$ cat config.mk
export PLATFORM = sky130hd
export DESIGN_NAME = servo_signal_capture_unit
export DESIGN_NICKNAME = d
export VERILOG_FILES = /design/src/capture_pkg.sv /design/src/servo_signal_capture_unit.sv
export SDC_FILE = /design/constraint.sdc
export NUM_CORES = 1
export LEC_CHECK = 0
export ABC_AREA = 1
export BUFFER_PORTS_ARGS = -buffer_cell sky130_fd_sc_hd__buf_2
export CAP_MARGIN = 20
export CORE_ASPECT_RATIO = 0.6
export CORE_MARGIN = 2
export CORE_UTILIZATION = 45
export DETAILED_ROUTE_END_ITERATION = 10
export PLACE_DENSITY = 0.68
export SYNTH_ARGS = -nofsm -noshare
export SYNTH_HDL_FRONTEND = slang
export SYNTH_SLANG_ARGS = --single-unit
$ cat constraint.sdc
create_clock -name hclk -period 6.2 [get_ports hclk]
set_clock_uncertainty 0.15 [all_clocks]
set_input_delay 0.62 -clock hclk [delete_from_list [all_inputs] [get_ports hclk]]
set_output_delay 0.62 -clock hclk [all_outputs]
set_load 0.1 [all_outputs]
$ cat src/capture_pkg.sv
// constants, register map and carrier types of the servo signal capture unit
// assumes a 32-bit ahb-lite fabric with byte registers in the low lane of each word
// Functional notes
// - each of eight trigger sources has enable
// - track divider: six-bit ratio, zero passes through
// - manual duty sampling tap, used when not automatic
// - remote counter runs on start, clears on stop
// - remote polarity and noise canceller bypass
// - drum speed divider: three-bit ratio
// - drum divider clear is one-shot write
// - track and capstan polarity selects
// - per input edge choice as listed
// - capstan prescale then six-bit divider
// - separator counter ticks on tap one or two
// - vertical sync mask release is one-shot
// - duty polarity bit (stored, no effect) and automatic clock choice
// - track divider bypass, capstan input gate
// - index value against counter upper four bits
// - eight-entry buffer with per-entry present bits
// - eighteen-bit stamp over three bytes
// - high byte upper six: accepted triggers
// - two sixteen-bit read-only timestamps
// - clear register with one-shot clears, status
package capture_pkg;

  // ****************************************
  // register indices (byte address is four times)
  // ****************************************
  localparam int IDX_W = 8;
  localparam logic [IDX_W-1:0] IDX_SRC_EN = 8'h46;
  localparam logic [IDX_W-1:0] IDX_TRACK_DIV = 8'h47;
  localparam logic [IDX_W-1:0] IDX_REMOTE_DRUM = 8'h48;
  localparam logic [IDX_W-1:0] IDX_EDGE_POL = 8'h49;
  localparam logic [IDX_W-1:0] IDX_FIFO_STAT = 8'h4a;
  localparam logic [IDX_W-1:0] IDX_FIFO_LOW = 8'h4b;
  localparam logic [IDX_W-1:0] IDX_FIFO_MID = 8'h4c;
  localparam logic [IDX_W-1:0] IDX_FIFO_HIGH = 8'h4d;
  localparam logic [IDX_W-1:0] IDX_CAP1_LOW = 8'h4e;
  localparam logic [IDX_W-1:0] IDX_CAP1_HIGH = 8'h4f;
  localparam logic [IDX_W-1:0] IDX_CAP2_LOW = 8'h50;
  localparam logic [IDX_W-1:0] IDX_CAP2_HIGH = 8'h51;
  localparam logic [IDX_W-1:0] IDX_CLEAR = 8'h52;
  localparam logic [IDX_W-1:0] IDX_DUTY_CTRL = 8'h55;
  localparam logic [IDX_W-1:0] IDX_SYNC_CTRL = 8'h57;
  localparam logic [IDX_W-1:0] IDX_EXT_CAP_DIV = 8'h68;
  localparam logic [7:0] REG_RESET = 8'h00;

  // ****************************************
  // buffer and counter sizes
  // ****************************************
  localparam int FIFO_DEPTH = 8;
  localparam int PTR_W = 3;
  localparam int STAMP_W = 18;
  localparam logic [6:0] SEP_LOAD = 7'h7f;
  localparam logic [3:0] FIFO_FULL = 4'h8;

  // ****************************************
  // register layouts, msb first
  // ****************************************
  typedef struct packed {
    logic capstan, drum_speed, drum_phase, outside, track, vsync, remote_fall, remote_rise;
  } src_en_t;
  typedef struct packed {
    logic [1:0] duty_sampling_clock_select;
    logic [5:0] track_divide_ratio;
  } track_div_t;
  typedef struct packed {
    logic rsv, remote_run_bit, remote_polarity, remote_noise_bypass, capstan_error_flag;
    logic [2:0] drum_speed_divide_ratio;
  } remote_drum_t;
  typedef struct packed {
    logic drum_divider_reset, track_polarity, capstan_polarity, drum_phase_edge;
    logic drum_speed_edge, capstan_prescale, capstan_edge, track_edge;
  } edge_pol_t;
  typedef struct packed {
    logic duty_polarity, auto_duty_clock, track_divider_bypass, capstan_input_gate;
    logic [3:0] index_compare_value;
  } duty_ctrl_t;
  typedef struct packed {
    logic [1:0] rsv;
    logic drum_phase_seen, composite_sync_polarity, separator_clock_select;
    logic composite_sync_bypass, rsv0, mask_release;
  } sync_ctrl_t;
  typedef struct packed {
    logic outside_trigger_edge, rsv;
    logic [5:0] capstan_divide_ratio;
  } ext_cap_div_t;
  typedef struct packed {
    logic cap2_stat, cap1_stat, cap12_clear;
    logic [2:0] rsv;
    logic capstan_clear, fifo_clear_bit;
  } clear_t;

  // ****************************************
  // carriers
  // ****************************************
  typedef struct packed {
    logic capstan, drum_speed, drum_phase, track, outside, remote_input, csync;
  } pins_t;
  typedef struct packed {
    logic tap7, tap3, tap2, tap1;
  } taps_t;
  typedef struct packed {
    logic [5:0] fifo_trigger_status;
    logic [STAMP_W-1:0] stamp;
  } fifo_entry_t;

endpackage

$ cat src/servo_signal_capture_unit.sv
// servo signal capture unit: pulse conditioning, capture buffer and ahb-lite slave
// assumes pins are asynchronous, time base and taps come from logic on hclk
`timescale 1ns/1ns

// ****************************************
// ratio divider, ratio n passes every (n+1)th pulse
// ****************************************
module pulse_divider #(
  parameter int W = 6
) (
  input wire logic hclk,
  input wire logic hresetn,
  input wire logic clear,
  input wire logic [W-1:0] ratio,
  input wire logic pulse_in,
  output logic pulse_out
);
  logic [W-1:0] cnt_q;
  wire wrap = (cnt_q >= ratio);

  // ratio zero wraps every pulse, so the input passes undivided
  always_ff @(posedge hclk or negedge hresetn) begin
    if (!hresetn) cnt_q <= '0;
    else if (clear) cnt_q <= '0;
    else if (pulse_in) cnt_q <= wrap ? '0 : cnt_q + 1'b1;
  end
  assign pulse_out = pulse_in & wrap;
endmodule

module servo_signal_capture_unit
  import capture_pkg::*;
(
  input wire logic hclk,
  input wire logic hresetn,
  input wire logic hsel,
  input wire logic [31:0] haddr,
  input wire logic [1:0] htrans,
  input wire logic hwrite,
  input wire logic [2:0] hsize,
  input wire logic [31:0] hwdata,
  input wire logic hready,
  output logic hreadyout,
  output logic hresp,
  output logic [31:0] hrdata,
  input wire pins_t pins,
  input wire taps_t taps,
  input wire logic [STAMP_W-1:0] time_base,
  output logic duty_sample_strobe,
  output logic index_match,
  output logic [7:0] remote_count
);

  // ****************************************
  // registers
  // ****************************************
  src_en_t en_q;
  track_div_t tdiv_q;
  remote_drum_t rd_q;
  edge_pol_t ep_q;
  duty_ctrl_t dc_q;
  sync_ctrl_t sc_q;
  ext_cap_div_t xc_q;
  logic cap_err_q, seen_q, cap1_st_q, cap2_st_q, vs_mask_q;
  logic [15:0] cap1_q, cap2_q;
  logic [IDX_W-1:0] idx_q;
  logic wr_q;
  logic [7:0] rdata_q;

  // ****************************************
  // bus decode
  // ****************************************
  wire acc = hsel & htrans[1] & hready;
  wire mapped = (haddr[31:IDX_W+2] == '0);
  wire [IDX_W-1:0] idx = haddr[IDX_W+1:2];
  wire rd_go = acc & ~hwrite;
  wire [7:0] wd = hwdata[7:0];
  wire wr_en = wr_q & (idx_q == IDX_SRC_EN);
  wire wr_tdiv = wr_q & (idx_q == IDX_TRACK_DIV);
  wire wr_rd = wr_q & (idx_q == IDX_REMOTE_DRUM);
  wire wr_ep = wr_q & (idx_q == IDX_EDGE_POL);
  wire wr_dc = wr_q & (idx_q == IDX_DUTY_CTRL);
  wire wr_sc = wr_q & (idx_q == IDX_SYNC_CTRL);
  wire wr_xc = wr_q & (idx_q == IDX_EXT_CAP_DIV);
  wire wr_clr = wr_q & (idx_q == IDX_CLEAR);
  wire clear_t cw = clear_t'(wd);
  // named views of the write byte, since a cast cannot be member-selected directly
  wire edge_pol_t ep_w = edge_pol_t'(wd);
  wire sync_ctrl_t sc_w = sync_ctrl_t'(wd);
  wire drum_clr = wr_ep & ep_w.drum_divider_reset;
  wire seen_rst = wr_sc & sc_w.drum_phase_seen;
  wire mask_rel = wr_sc & sc_w.mask_release;
  wire fifo_clr = wr_clr & cw.fifo_clear_bit;
  wire cap12_clr = wr_clr & cw.cap12_clear;
  wire capstan_clr = wr_clr & cw.capstan_clear;

  assign hreadyout = 1'b1;
  assign hresp = 1'b0;
  assign hrdata = {24'h000000, rdata_q};

  // address phase is latched; writes land in the data phase
  always_ff @(posedge hclk or negedge hresetn) begin
    if (!hresetn) begin
      wr_q <= 1'b0;
      idx_q <= '0;
    end else begin
      wr_q <= acc & hwrite & mapped;
      idx_q <= idx;
    end
  end

  // plain configuration registers; one-shot bits are never stored
  always_ff @(posedge hclk or negedge hresetn) begin
    if (!hresetn) begin
      en_q <= src_en_t'(REG_RESET);
      tdiv_q <= track_div_t'(REG_RESET);
      rd_q <= remote_drum_t'(REG_RESET);
      ep_q <= edge_pol_t'(REG_RESET);
      dc_q <= duty_ctrl_t'(REG_RESET);
      sc_q <= sync_ctrl_t'(REG_RESET);
      xc_q <= ext_cap_div_t'(REG_RESET);
    end else begin
      if (wr_en) en_q <= src_en_t'(wd);
      if (wr_tdiv) tdiv_q <= track_div_t'(wd);
      if (wr_rd) rd_q <= remote_drum_t'(wd & 8'h77);
      if (wr_ep) ep_q <= edge_pol_t'(wd & 8'h7f);
      if (wr_dc) dc_q <= duty_ctrl_t'(wd);
      if (wr_sc) sc_q <= sync_ctrl_t'(wd & 8'h1c);
      if (wr_xc) xc_q <= ext_cap_div_t'(wd & 8'hbf);
    end
  end

  // ****************************************
  // pin synchronisers and edges
  // ****************************************
  logic [6:0] meta_q, pin_q, prev_q;
  pins_t ps;
  always_ff @(posedge hclk or negedge hresetn) begin
    if (!hresetn) begin
      meta_q <= '0;
      pin_q <= '0;
    end else begin
      meta_q <= pins;
      pin_q <= meta_q;
    end
  end
  assign ps = pins_t'(pin_q);

  // polarity applied before edge detection
  pins_t cond;
  logic rm_f1_q, rm_f2_q, rm_filt_q;
  always_comb begin
    cond = ps;
    cond.track = ps.track ^ ep_q.track_polarity;
    cond.capstan = (ps.capstan ^ ep_q.capstan_polarity) & dc_q.capstan_input_gate;
    cond.remote_input = (rd_q.remote_noise_bypass ? ps.remote_input : rm_filt_q)
                        ^ rd_q.remote_polarity;
    cond.csync = ps.csync ^ sc_q.composite_sync_polarity;
  end
  always_ff @(posedge hclk or negedge hresetn) begin
    if (!hresetn) prev_q <= '0;
    else prev_q <= cond;
  end
  wire pins_t rise = pins_t'(cond & ~prev_q);
  wire pins_t fall = pins_t'(~cond & prev_q);
  wire pins_t both = pins_t'(rise | fall);

  // ****************************************
  // remote input: noise canceller and run counter
  // ****************************************
  // the canceller needs three equal samples, trading latency for glitch immunity
  always_ff @(posedge hclk or negedge hresetn) begin
    if (!hresetn) begin
      rm_f1_q <= 1'b0;
      rm_f2_q <= 1'b0;
      rm_filt_q <= 1'b0;
    end else begin
      rm_f1_q <= ps.remote_input;
      rm_f2_q <= rm_f1_q;
      if (ps.remote_input == rm_f1_q && rm_f1_q == rm_f2_q) rm_filt_q <= rm_f2_q;
    end
  end
  // counter measures time between remote edges while running
  always_ff @(posedge hclk or negedge hresetn) begin
    if (!hresetn) remote_count <= '0;
    else if (!rd_q.remote_run_bit || both.remote_input) remote_count <= '0;
    else remote_count <= remote_count + 8'h01;
  end

  // ****************************************
  // pulse shaping per source
  // ****************************************
  logic cap_pre_q, cap_div, drum_div, trk_div;
  wire cap_edge = ep_q.capstan_edge ? rise.capstan : both.capstan;
  wire ds_edge = ep_q.drum_speed_edge ? fall.drum_speed : rise.drum_speed;
  wire dp_edge = ep_q.drum_phase_edge ? both.drum_phase : rise.drum_phase;
  wire trk_edge = ep_q.track_edge ? both.track : rise.track;
  wire ext_edge = xc_q.outside_trigger_edge ? both.outside : rise.outside;
  wire cap_pre = cap_edge & (~ep_q.capstan_prescale | cap_pre_q);

  // prescale keeps every second capstan pulse when selected
  always_ff @(posedge hclk or negedge hresetn) begin
    if (!hresetn) cap_pre_q <= 1'b0;
    else if (cap_edge && ep_q.capstan_prescale) cap_pre_q <= ~cap_pre_q;
  end

  pulse_divider #(.W(6)) capstan_div (
    .hclk(hclk), .hresetn(hresetn), .clear(1'b0),
    .ratio(xc_q.capstan_divide_ratio), .pulse_in(cap_pre), .pulse_out(cap_div));
  pulse_divider #(.W(3)) drum_div_u (
    .hclk(hclk), .hresetn(hresetn), .clear(drum_clr),
    .ratio(rd_q.drum_speed_divide_ratio), .pulse_in(ds_edge), .pulse_out(drum_div));
  pulse_divider #(.W(6)) track_div_u (
    .hclk(hclk), .hresetn(hresetn), .clear(1'b0),
    .ratio(tdiv_q.track_divide_ratio), .pulse_in(trk_edge), .pulse_out(trk_div));
  wire trk_pulse = dc_q.track_divider_bypass ? trk_edge : trk_div;

  // ****************************************
  // control track counter, index match, duty clock
  // ****************************************
  logic [5:0] trk_cnt_q;
  always_ff @(posedge hclk or negedge hresetn) begin
    if (!hresetn) begin
      trk_cnt_q <= '0;
      index_match <= 1'b0;
    end else begin
      if (trk_pulse) trk_cnt_q <= trk_cnt_q + 6'h01;
      index_match <= trk_pulse & (trk_cnt_q[5:2] == dc_q.index_compare_value);
    end
  end
  // automatic choice takes the slow tap whenever the track divide ratio is nonzero, even with the divider bypassed
  wire auto_tap7 = (tdiv_q.track_divide_ratio != '0);
  wire man_tap7 = tdiv_q.duty_sampling_clock_select[1];
  wire use_tap7 = dc_q.auto_duty_clock ? auto_tap7 : man_tap7;
  assign duty_sample_strobe = use_tap7 ? taps.tap7 : taps.tap3;

  // ****************************************
  // composite sync separator and masking
  // ****************************************
  logic [6:0] sep_q;
  logic vs_sep_q;
  wire sep_tick = sc_q.separator_clock_select ? taps.tap2 : taps.tap1;
  // a long enough assertion counts down to zero and marks vertical sync
  always_ff @(posedge hclk or negedge hresetn) begin
    if (!hresetn) begin
      sep_q <= SEP_LOAD;
      vs_sep_q <= 1'b0;
    end else if (!cond.csync) begin
      sep_q <= SEP_LOAD;
      vs_sep_q <= 1'b0;
    end else if (sep_tick) begin
      if (sep_q == '0) vs_sep_q <= 1'b1;
      else sep_q <= sep_q - 7'h01;
    end
  end
  logic vs_sep_prev_q;
  always_ff @(posedge hclk or negedge hresetn) begin
    if (!hresetn) vs_sep_prev_q <= 1'b0;
    else vs_sep_prev_q <= vs_sep_q;
  end
  wire vs_edge = sc_q.composite_sync_bypass ? rise.csync : (vs_sep_q & ~vs_sep_prev_q);

  // ****************************************
  // trigger gating
  // ****************************************
  wire [5:0] fifo_trig = {dp_edge & en_q.drum_phase, ext_edge & en_q.outside,
                          trk_pulse & en_q.track, vs_edge & en_q.vsync & ~vs_mask_q,
                          fall.remote_input & en_q.remote_fall & rd_q.remote_run_bit,
                          rise.remote_input & en_q.remote_rise & rd_q.remote_run_bit};
  wire cap2_take = cap_div & en_q.capstan;
  wire cap1_take = drum_div & en_q.drum_speed;

  // status flags: hardware set wins over a software clear
  always_ff @(posedge hclk or negedge hresetn) begin
    if (!hresetn) begin
      seen_q <= 1'b0;
      vs_mask_q <= 1'b0;
      cap1_st_q <= 1'b0;
      cap2_st_q <= 1'b0;
      cap_err_q <= 1'b0;
      cap1_q <= '0;
      cap2_q <= '0;
    end else begin
      seen_q <= rise.drum_phase | (seen_q & ~seen_rst);
      vs_mask_q <= fifo_trig[2] | (vs_mask_q & ~mask_rel);
      cap1_st_q <= cap1_take | (cap1_st_q & ~cap12_clr);
      cap2_st_q <= cap2_take | (cap2_st_q & ~cap12_clr);
      cap_err_q <= (cap2_take & cap2_st_q) | (cap_err_q & ~capstan_clr);
      if (cap1_take) cap1_q <= time_base[15:0];
      if (cap2_take) cap2_q <= time_base[15:0];
    end
  end

  // ****************************************
  // capture-0 buffer
  // ****************************************
  fifo_entry_t mem [FIFO_DEPTH];
  logic [PTR_W-1:0] wp_q, rp_q;
  logic [3:0] cnt_q;
  logic [7:0] occ;
  wire rd_high = rd_go & mapped & (idx == IDX_FIFO_HIGH);
  wire pop = rd_high & (cnt_q != '0);
  wire push = (|fifo_trig) & (cnt_q != FIFO_FULL) & ~fifo_clr; // a full buffer drops
  wire fifo_entry_t head = (cnt_q != '0) ? mem[rp_q] : '0;

  always_ff @(posedge hclk) begin
    if (push) mem[wp_q] <= '{fifo_trigger_status: fifo_trig, stamp: time_base};
  end
  always_ff @(posedge hclk or negedge hresetn) begin
    if (!hresetn) begin
      wp_q <= '0;
      rp_q <= '0;
      cnt_q <= '0;
    end else if (fifo_clr) begin
      wp_q <= '0;
      rp_q <= '0;
      cnt_q <= '0;
    end else begin
      if (push) wp_q <= wp_q + 3'h1;
      if (pop) rp_q <= rp_q + 3'h1;
      cnt_q <= cnt_q + {3'h0, push} - {3'h0, pop};
    end
  end
  always_comb begin
    for (int i = 0; i < FIFO_DEPTH; i++) occ[i] = (cnt_q > 4'(i));
  end

  // ****************************************
  // read data
  // ****************************************
  wire remote_drum_t rd_view = '{rsv: 1'b0, remote_run_bit: rd_q.remote_run_bit,
    remote_polarity: rd_q.remote_polarity, remote_noise_bypass: rd_q.remote_noise_bypass,
    capstan_error_flag: cap_err_q, drum_speed_divide_ratio: rd_q.drum_speed_divide_ratio};
  wire [7:0] sc_view = {2'b00, seen_q, sc_q.composite_sync_polarity,
                        sc_q.separator_clock_select, sc_q.composite_sync_bypass, 2'b00};
  logic [7:0] rmux;
  // data is sampled in the address phase so it stands in a zero-wait data phase
  always_comb begin
    case (idx)
      IDX_SRC_EN: rmux = en_q;
      IDX_TRACK_DIV: rmux = tdiv_q;
      IDX_REMOTE_DRUM: rmux = rd_view;
      IDX_EDGE_POL: rmux = ep_q;
      IDX_FIFO_STAT: rmux = occ;
      IDX_FIFO_LOW: rmux = head.stamp[7:0];
      IDX_FIFO_MID: rmux = head.stamp[15:8];
      IDX_FIFO_HIGH: rmux = {head.fifo_trigger_status, head.stamp[17:16]};
      IDX_CAP1_LOW: rmux = cap1_q[7:0];
      IDX_CAP1_HIGH: rmux = cap1_q[15:8];
      IDX_CAP2_LOW: rmux = cap2_q[7:0];
      IDX_CAP2_HIGH: rmux = cap2_q[15:8];
      IDX_CLEAR: rmux = {cap2_st_q, cap1_st_q, 6'h00};
      IDX_DUTY_CTRL: rmux = dc_q;
      IDX_SYNC_CTRL: rmux = sc_view;
      IDX_EXT_CAP_DIV: rmux = xc_q;
      default: rmux = 8'h00;
    endcase
  end
  always_ff @(posedge hclk or negedge hresetn) begin
    if (!hresetn) rdata_q <= 8'h00;
    else if (rd_go) rdata_q <= mapped ? rmux : 8'h00;
  end
endmodule

# Word level (Yosys, flattened, before mapping)
# Memory sizes are Yosys's and may differ from the RTL's.
# Index checks and enable logic that the tools add are counted.
op_classes:
  n_reduce_logical: 14
  order_cmp: 11
  eq_ne: 31
  n_addsub: 10
  muxes: 33
  bitwise: 73
ops:
  columns: ["cell", "n"]
  rows:
  - ["8-bit by 7-bit equality test with 1-bit output (second input constant)", 24]
  - ["8-bit case mux with 16 select lines", 1]
  - ["1-bit AND", 48]
  - ["24-bit 2-to-1 mux", 1]
  - ["22-bit zero test", 1]
  - ["3-bit 2-to-1 mux", 7]
  - ["7-bit 2-to-1 mux", 3]
  - ["6-bit by 1-bit adder with 6-bit output (second input constant)", 3]
  - ["4-bit by 3-bit greater-than comparator with 1-bit output (second input constant)", 4]
  - ["1-bit 2-to-1 mux", 16]
  - ["8-bit 2-to-1 mux", 2]
  - ["7-bit AND", 2]
  - ["7-bit inverter", 2]
  - ["6-bit >= comparator", 2]
  - ["6-bit 2-to-1 mux", 2]
  - ["1-bit inverter", 10]
  - ["3-bit by 1-bit adder with 3-bit output (second input constant)", 3]
  - ["8-bit by 1-bit adder with 8-bit output (second input constant)", 1]
  - ["4-bit by 1-bit greater-than comparator with 1-bit output (second input constant)", 2]
  - ["4-bit by 2-bit greater-than comparator with 1-bit output (second input constant)", 2]
  - ["7-bit zero test", 1]
  - ["7-bit OR", 1]
  - ["7-bit by 1-bit subtractor with 7-bit output (second input constant)", 1]
  - ["1-bit OR", 6]
  - ["18 further kinds", 27]
word_totals:
  register_bits: 175
  elab_cells: 233
  ramBits: 192
  mem_count: 1
  out_inout_bits: 44
memory_table:
  columns: ["memory", "depth", "word_bits", "rd", "rd_clocked_by_memory_dff", "write_ports", "line", "rtl"]
  rows:
  - ["mem", 8, 24, 1, 0, 1, "servo_signal_capture_unit.sv:296", "fifo_entry_t mem [FIFO_DEPTH];"]

# Depth between registers and ports, before layout
# Gate-level depths: netlist of the first run.
depth:
  depth_word: 15
  ltp_mapped: 20
  depth_no_buf: 20

# Cells and area by module
# Synthesis of the first run repeated with hierarchy kept, for this count alone.
hier_totals:
  hier_cells: 1844
  area_unflattened_um2: 17265.3
by_module_without_submodules:
  columns: ["mod", "seq_area_each_um2", "cells_per_inst", "area_per_inst_um2", "instances"]
  rows:
  - ["servo_signal_capture_unit", 9778.1, 1659, 15871.5, 1]
  - ["pulse_divider (capstan_div ...)", 150.1, 77, 575.6, 2]
  - ["pulse_divider (drum_div_u)", 75.1, 31, 242.7, 1]

# Worst setup path after synthesis of the first run
# OpenSTA, ideal clock, no wires.
synth_timing:
  kind: "input to output"
  startpoint: "input port taps[3] (netlist bit)"
  endpoint: "output port duty_sample_strobe"
  arrival_time_ns: 2.753
  cell_stages: 2
  path_slack_ns: 2.677
  cell_sequence: "inv_1 o21ai_0"
synth_via:
  elab_chain_len: 1
synth_rtl:
  columns: ["item", "line", "rtl"]
  rows:
  - ["from (decl)", "servo_signal_capture_unit.sv:46", "input wire taps_t taps,"]
  - ["1-bit 2-to-1 mux", "servo_signal_capture_unit.sv:234", "assign duty_sample_strobe = use_tap7 ? taps.tap7 : taps.tap3;"]
  - ["to (decl)", "servo_signal_capture_unit.sv:48", "output logic duty_sample_strobe,"]
# No other way between the ends.

==> out/qor.yml, run 1 <==
status:
  status: "finished, final reports clean"
pwr:
  vdd_drop_max_v: 0.000187
  p_leak_uw: 0.00874
  pwr_density_cell_nw_per_um2: 354
cells_and_area:
  area_delta_synth_final_pct: 12.2
  post-route-util_pct: 51.7
  nNetsFinal: 2004
  layoutNonFillerInstCount: 2394
  num-fill-cells: 3352
  antenna_cells: 0
  design_area_sq_um: 18900
  drive_gt1_share_pct: 12.2
  seqCellArea_sq_um: 10200
  multi_input_area_sq_um: 5750
synth:
  synth_edf_count: 192
  synth_cells: 1775
  yosysWarnings: 0
  syn_avg_cell_area_sq_um: 9.51
  yosysSeqAreaShare_pct: 60.2
  ys_seq_elements: 367
  syn_area_sq_um: 16900
  ys.flop_type: "edfxtp_1"
  synth_cell_type_count: 48
  async_reset_ff_share_pct: 47.7
detailed_routing:
  vias: 12600
  drt-wirelength-per-cell_um: 18.4
  drt_first_iter_violations: 1304
  drt-vias-per-instance: 5.26
  routed_wl_um: 44000
  ant_nets: 0
  firstDrtPassIters: 6
  drc: 0
critical_path:
  cp_top_family: "adder cells"
  worst_setup_path_end_kind: "register"
  reg2reg_slack_ns: 2.56
  r2r_end: "cnt_q[2]$_DFF_PN0_"
  startpoint_type: "register"
  max_stage_delay_ns: 0.41
  slowest_stage: "dfrtp_1"
  path_cells: "xor2_1 -> ha_1 -> o21ai_2 -> nand2_1 -> nand2_2 -> nand2_1 -> nand2_2 -> nand3_2 -> ha_1 -> inv_1 -> ha_1 -> fa_1 -> xor2_1 -> nand2_1 -> inv_1"
  crit_required_ns: 6.47
  path_max_fanout: 8
  worstReg2RegStart: "ep_q[6]$_DFFE_PN0P_"
  crit_type: "reg -> reg"
  crit_arrival_ns: 3.91
  critPathBufInv: 2
  r2r_cells: 15
global_routing:
  grt_max_degree: 89
  grt_pass1_vias: 11800
  grt_first_pass_wirelength_um: 68100
  grt_overflow: 0
  antenna_found_initial: 0
  track_usage_pct: 22.7
floorplanning:
  die_w_um: 254
  pin_count: 147
  dieArea_sq_um: 39100
  num_rows: 54
  design.core.area_sq_um: 36600
  die-height_um: 154
  initial_utilization_pct: 46.1
clocking:
  root_buffer: "clkbuf_16"
  clock-sinks: 367
  cts_tree: "built"
  clk_pin_slew_ns: 0.06
  cts_buffer_depth: 3
  cts_setup_buffers: 0
  htree_levels: 2
  numCtsBuffers: 37
  clock_latency_ns: 0.55
placed_design:
  placed_cells: 2325
  placement.io_buffers: 90
  dpl-instance-area_sq_um: 17700
  dp_hpwl_um: 29500
  gp_congestion: 0.958
min_path:
  worstHoldStart: "pins[2]"
  min_path_cells: 1
  hold_end: "meta_q[2]$_DFF_PN0_"
  hold_class: "in -> reg"
sta:
  fin_setup_tns_ns: 0
  clock.fmax_mhz: 275
  slew_viol_final: 0
  timing.final.crit_period_ns: 3.64
  setup_viol: 0
  rsz0062_at_grt: "false"
  max_slew_margin_pct: 34.6
  tightest_slew_ns: 0.981
  hold_violations: 0
  period_share_pct: 58.7
job:
  max-cap-violations: 0
cell usage in the layout (no fill, tap or decap), types with 19 or more instances in the layout:
cell,n
conb_1,26
nand3_1,221
nor2_1,83
inv_1,137
dfrtp_1,167
nand2_1,547
buf_2,89
buf_4,19
nand4_1,50
clkbuf_16,39
ha_1,39
o21ai_0,108
edfxtp_1,192
timing repair:
| action | in CTS | in global routing |
|---|---|---|
| hold buffers | 1 | 0 |
| endpoints found under the setup margin | 0 | 0 |
| endpoints found under the hold margin | 47 | 0 |
| gates resized for setup | 0 | 0 |
per-stage QoR:
stage / hold WS (ns) / setup WS, ns / total power [uW]
floorplan: 0.174 / 2.68 / 4090
global placement: 0.187 / 2.52 / 4440
detailed placement: 0.185 / 2.47 / 4500
CTS: 0.0190 / 2.58 / 6740
global route: 0.0147 / 2.31 / 7030
finish: 0.0382 / 2.56 / 6700
per-layer routing:
metal / GRT usage [%] / vias up / wire length, um
met5: 0 / - / 0
met4: 4.73 / 0 / 643
met3: 6.50 / 51 / 4520
met2: 30.8 / 519 / 17700
met1: 35.7 / 5989 / 21100
li1: - / 6034 / -
state kept, by name, indices dropped and copies added (netlist names), 6 cells and up:
signal,flops
sep_q,7
remote_count,8
prev_q,7
xc_q,7
rd_q,6
capstan_div.cnt_q,6
track_div_u.cnt_q,6
cap1_q,16
mem,192
ep_q,7
trk_cnt_q,6
en_q,8
cap2_q,16
meta_q,7
rdata_q,8
tdiv_q,7
dc_q,8
idx_q,8
pin_q,7
power by group:
group,internal [uW],switching (uW),total [uW],leakage [uW]
Clock,1300,948,2240,0.000587
Combinational,333,816,1150,0.00451
Sequential,3100,212,3310,0.00365
Total,4730,1980,6700,0.00874
how the worst max path moves through the flow:
stage	start	endpoint	slack, ns	depth (start not counted)
finish	ep_q[6]$_DFFE_PN0P_	cnt_q[2]$_DFF_PN0_	2.56	15
global route	ep_q[6]$_DFFE_PN0P_	cnt_q[2]$_DFF_PN0_	2.31	15
detailed placement	haddr[9]	cnt_q[2]$_DFF_PN0_	2.47	17
global placement	haddr[9]	cnt_q[2]$_DFF_PN0_	2.52	17
CTS	ep_q[6]$_DFFE_PN0P_	cnt_q[2]$_DFF_PN0_	2.58	15
floorplan	taps[3]	duty_sample_strobe	2.68	2
logic make-up after synthesis:
| group | count (synthesis) | share of synthesized area [%] |
|---|---|---|
| AND/OR/NAND/NOR | 960 | 24.8 |
| flip-flops | 367 | 60.2 |
| buffers and inverters | 243 | 6.42 |
| AO/OA/AOI/OAI | 142 | 4.46 |
| adder cells (fa/ha/maj) | 40 | 3.01 |
| XOR/XNOR | 20 | 1.04 |
| other | 2 | 0.0445 |
| multiplexers | 1 | 0.0667 |
worst reg2reg max path, cell delays in order (launching register included):
cell and delay [ns]:
dfrtp_1 0.41, xor2_1 0.23, ha_1 0.28, o21ai_2 0.27, nand2_1 0.15, nand2_2 0.20
nand2_1 0.14, nand2_2 0.22, nand3_2 0.21, ha_1 0.35, inv_1 0.04, ha_1 0.21
fa_1 0.38, xor2_1 0.17, nand2_1 0.07, inv_1 0.05
final cells by class:
type                            instances  area share, %
Sequential cell                       367           53.6
Multi-Input combinational cell       1189           30.4
Clock buffer                           51           5.65
Tap cell                              504           3.33
Timing Repair Buffer                  110           3.22
Inverter                              156           3.09
Clock inverter                         17          0.733
cell usage after synthesis, types with 3 or more instances:
library cell | n | area [sq um]
nand2_1 | 547 | 2050
nand3_1 | 221 | 1110
edfxtp_1 | 192 | 5770
dfrtp_1 | 168 | 4200
inv_1 | 137 | 514
o21ai_0 | 108 | 541
nor2_1 | 91 | 342
nand4_1 | 50 | 313
ha_1 | 39 | 488
buf_4 | 33 | 248
buf_2 | 32 | 160
clkbuf_1 | 19 | 71.3
inv_2 | 18 | 67.6
a21oi_1 | 16 | 80.1
xor2_1 | 11 | 96.3
nor2_2 | 10 | 62.6
nor3_1 | 10 | 50.1
xnor2_1 | 9 | 78.8
dfstp_2 | 7 | 184
nand2_2 | 7 | 43.8
nor3b_1 | 6 | 45.0
o21ai_1 | 5 | 25.0
o211ai_1 | 4 | 30.0
nor2_4 | 3 | 33.8
nor4_1 | 3 | 18.8
Note: power is estimated with default switching activity, not from simulation.
==> run 2: changes to the inputs <==
--- a/config.mk
+++ b/config.mk
@@ -12,7 +12,7 @@
 export CORE_MARGIN = 2
 export CORE_UTILIZATION = 45
 export DETAILED_ROUTE_END_ITERATION = 10
-export PLACE_DENSITY = 0.68
+export PLACE_DENSITY = 0.7
 export SYNTH_ARGS = -nofsm -noshare
 export SYNTH_HDL_FRONTEND = slang
 export SYNTH_SLANG_ARGS = --single-unit
==> constraint.sdc (replaced) <==
create_clock -name hclk -period 3.31 [get_ports hclk]
set_clock_uncertainty 0.15 [all_clocks]
set_input_delay 0.331 -clock hclk [delete_from_list [all_inputs] [get_ports hclk]]
set_output_delay 0.331 -clock hclk [all_outputs]
set_load 0.1 [all_outputs]
==> run 2 against run 1 <==
Global-route usage increased by 0.24 points. Count of clock-buffer cells in the layout rose by 1. Setup slack worse by 2.3 ns. Sequential power up 87%. Worst hold slack got worse by 0.016 ns. Die area is the same. Total power rose by 90%. Utilization up 1.6 points. Critical path type unchanged. Critical endpoint unchanged.
==> out/qor.yml, run 2 (synthesized netlist as in run 1, its figures left out) <==
floorplanning:
  die-height_um: 154  # unchanged
  die_w_um: 254  # unchanged
  design.core.area_sq_um: 36600  # unchanged
  num_rows: 54  # unchanged
  pin_count: 147  # unchanged
  initial_utilization_pct: 46.1  # unchanged
  dieArea_sq_um: 39100  # unchanged
placed_design:
  placement.io_buffers: 90  # unchanged
  dp_hpwl_um: 30000  # +1.9%
  gp_congestion: 0.944  # -1.5%
  placed_cells: 2339  # +0.60%
  pre_cts_ws_ns: 0.248  # -2.22 ns
sta:
  rsz0062_at_grt: "false"
  fin_setup_tns_ns: 0  # unchanged
  timing.final.crit_period_ns: 3.08  # -0.564 ns
  hold_slack_ns: 0.0225  # -0.0157 ns
  setup_viol: 0  # unchanged
  period_share_pct: 92.9  # +34 points
  tightest_slew_ns: 0.726  # -0.255 ns
  max_slew_margin_pct: 51.3  # +17 points
  slew_viol_final: 0  # unchanged
  hold_violations: 0  # unchanged
  final.setup.worst_slack_ns: 0.235  # -2.33 ns
  clock.fmax_mhz: 325  # +18%
critical_path:
  worst_setup_path_end_kind: "register"
  startpoint_type: "register"
  reg2reg_slack_ns: 0.23  # -2.33 ns
  crit_arrival_ns: 3.35  # -0.56 ns
  r2r_end: "cnt_q[2]$_DFF_PN0_"
  r2r_cells: 15  # unchanged
  path_max_fanout: 3  # -5
  crit_type: "reg -> reg"
  crit_required_ns: 3.59  # -2.88 ns
  worstReg2RegStart: "ep_q[6]$_DFFE_PN0P_"
clocking:
  cts_setup_buffers: 0  # unchanged
  root_buffer: "clkbuf_16"
  cts_tree: "built"
  htree_levels: 2  # unchanged
  numCtsBuffers: 35  # -5.4%
  clock_latency_ns: 0.54  # about the same
  cts_buffer_depth: 3  # unchanged
  clk_pin_slew_ns: 0.06  # about the same
  clock-sinks: 367  # unchanged
cells_and_area:
  num-fill-cells: 3239  # -3.4%
  multi_input_area_sq_um: 5760  # about the same
  layoutNonFillerInstCount: 2439  # +1.9%
  antenna_cells: 0  # unchanged
  mostFrequentLayoutCells: "nand2_1, nand3_1, edfxtp_1"
  post-route-util_pct: 53.3  # +1.6 points
  drive_gt1_share_pct: 12.5  # +0.34 points
  final_common_cell: "nand2_1"
  area_delta_synth_final_pct: 15.7
  seqCellArea_sq_um: 10200  # unchanged
  largest_register_ff_count: 192  # unchanged
  top_register: "mem"
  nNetsFinal: 2052  # +2.4%
  largestRegisters: "mem (192), cap1_q (16), cap2_q (16)"
global_routing:
  grt_first_pass_wirelength_um: 69100  # +1.5%
  antenna_found_initial: 0  # unchanged
  track_usage_pct: 22.9  # +0.24 points
  grt_max_degree: 64  # -28%
  grt_overflow: 0  # unchanged
  grt_pass1_vias: 12100  # +2.7%
min_path:
  worstHoldStart: "hwdata[6]"
  hold_class: "in -> reg"
  hold_end: "en_q[6]$_DFFE_PN0P_"
  min_path_cells: 3  # +2
detailed_routing:
  firstDrtPassIters: 5  # -1
  drt-vias-per-instance: 5.36  # +1.8%
  drt-wirelength-per-cell_um: 18.2  # -0.87%
  routed_wl_um: 44400  # +0.99%
  drc: 0  # unchanged
  topRoutingLayerUsed: "met4"
  ant_nets: 0  # unchanged
  wl_met2_um: 18400  # +4.0%
  drt_first_iter_violations: 1404  # +7.7%
  wl_met1_um: 20300  # -3.9%
  dr_wl_met3_um: 4880  # +8.1%
  vias: 13100  # +3.8%
job:
  max-cap-violations: 0  # unchanged
pwr:
  vdd_drop_max_v: 0.000336  # +79%
  p_leak_uw: 0.00901  # +3.0%
  pwr_density_cell_nw_per_um2: 652  # +84%
status:
  status: "finished, final reports clean"
## run 2: changes by cell type in the layout (fill, tap and decap cells not counted)
cell           previous run  this run
buf_12                    0        11
buf_4                    19        22
bufinv_16                 2         3
clkbuf_16                39        37
clkbuf_8                  5         8
clkinv_1                  7         4
clkinvlp_4                3         0
dlygate4sd3_1             1        37
inv_6                     1         0
nand2_2                   7         6
nand2_4                   1         2
## run 2: metal layers
layer,track usage [%],up-vias
li1,-,6135
met1,35.3,6265
met2,31.9,600
met3,6.53,66
met4,5.07,0
met5,0,-
## run 2: area by class of cell
class                           count  share of cell area [%]
Timing Repair Buffer              160                    6.21
Clock buffer                       52                    5.44
Sequential cell                   367                    52.0
Inverter                          156                    3.00
Multi-Input combinational cell   1189                    29.5
Clock inverter                     11                   0.647
Tap cell                          504                    3.23
## run 2: worst max-delay path by stage
stage / from / to / slack, ns / cells after the start
2_1_floorplan: ep_q[6]$_DFFE_PN0P_ / mem[0][0]$_DFFE_PP_ / 0.08 / 9
3_3_place_gp: ep_q[6]$_DFFE_PN0P_ / cnt_q[2]$_DFF_PN0_ / 0.29 / 15
3_5_place_dp: ep_q[6]$_DFFE_PN0P_ / cnt_q[2]$_DFF_PN0_ / 0.25 / 15
4_1_cts: ep_q[6]$_DFFE_PN0P_ / cnt_q[2]$_DFF_PN0_ / 0.20 / 15
5_1_grt: tdiv_q[5]$_DFFE_PN0P_ / cnt_q[2]$_DFF_PN0_ / 0.004 / 18
6_report: ep_q[6]$_DFFE_PN0P_ / cnt_q[2]$_DFF_PN0_ / 0.23 / 15
## run 2: where the power goes
group | internal, uW | switching (uW) | total [uW]
Combinational | 765 | 1570 | 2330
Clock | 2460 | 1740 | 4200
Sequential | 5800 | 402 | 6200
Total | 9020 | 3710 | 12700
## run 2: timing repair
action,in CTS,in global routing
gates resized for setup,0,1
hold buffers,37,0
endpoints found under the setup margin,0,1
hold endpoints to repair,214,0
## run 2: per-stage QoR
step                      power [uW]  area, sq um
after floorplan                 7660        17000
after global placement          8440        18000
after detailed placement        8560        18000
after CTS                      12800        19500
after global routing           13300        19500
final                          12700        19500
## run 2: worst max-delay path, cell delays in order, from the launching register on
cell,delay [ns]
dfrtp_1,0.40
xor2_1,0.18
ha_1,0.29
o21ai_2,0.22
nand2_1,0.13
nand2_2,0.10
nand2_1,0.10
nand2_4,0.12
nand3_2,0.08
ha_1,0.28
inv_1,0.04
ha_1,0.20
fa_1,0.39
xor2_1,0.17
nand2_1,0.07
inv_1,0.04
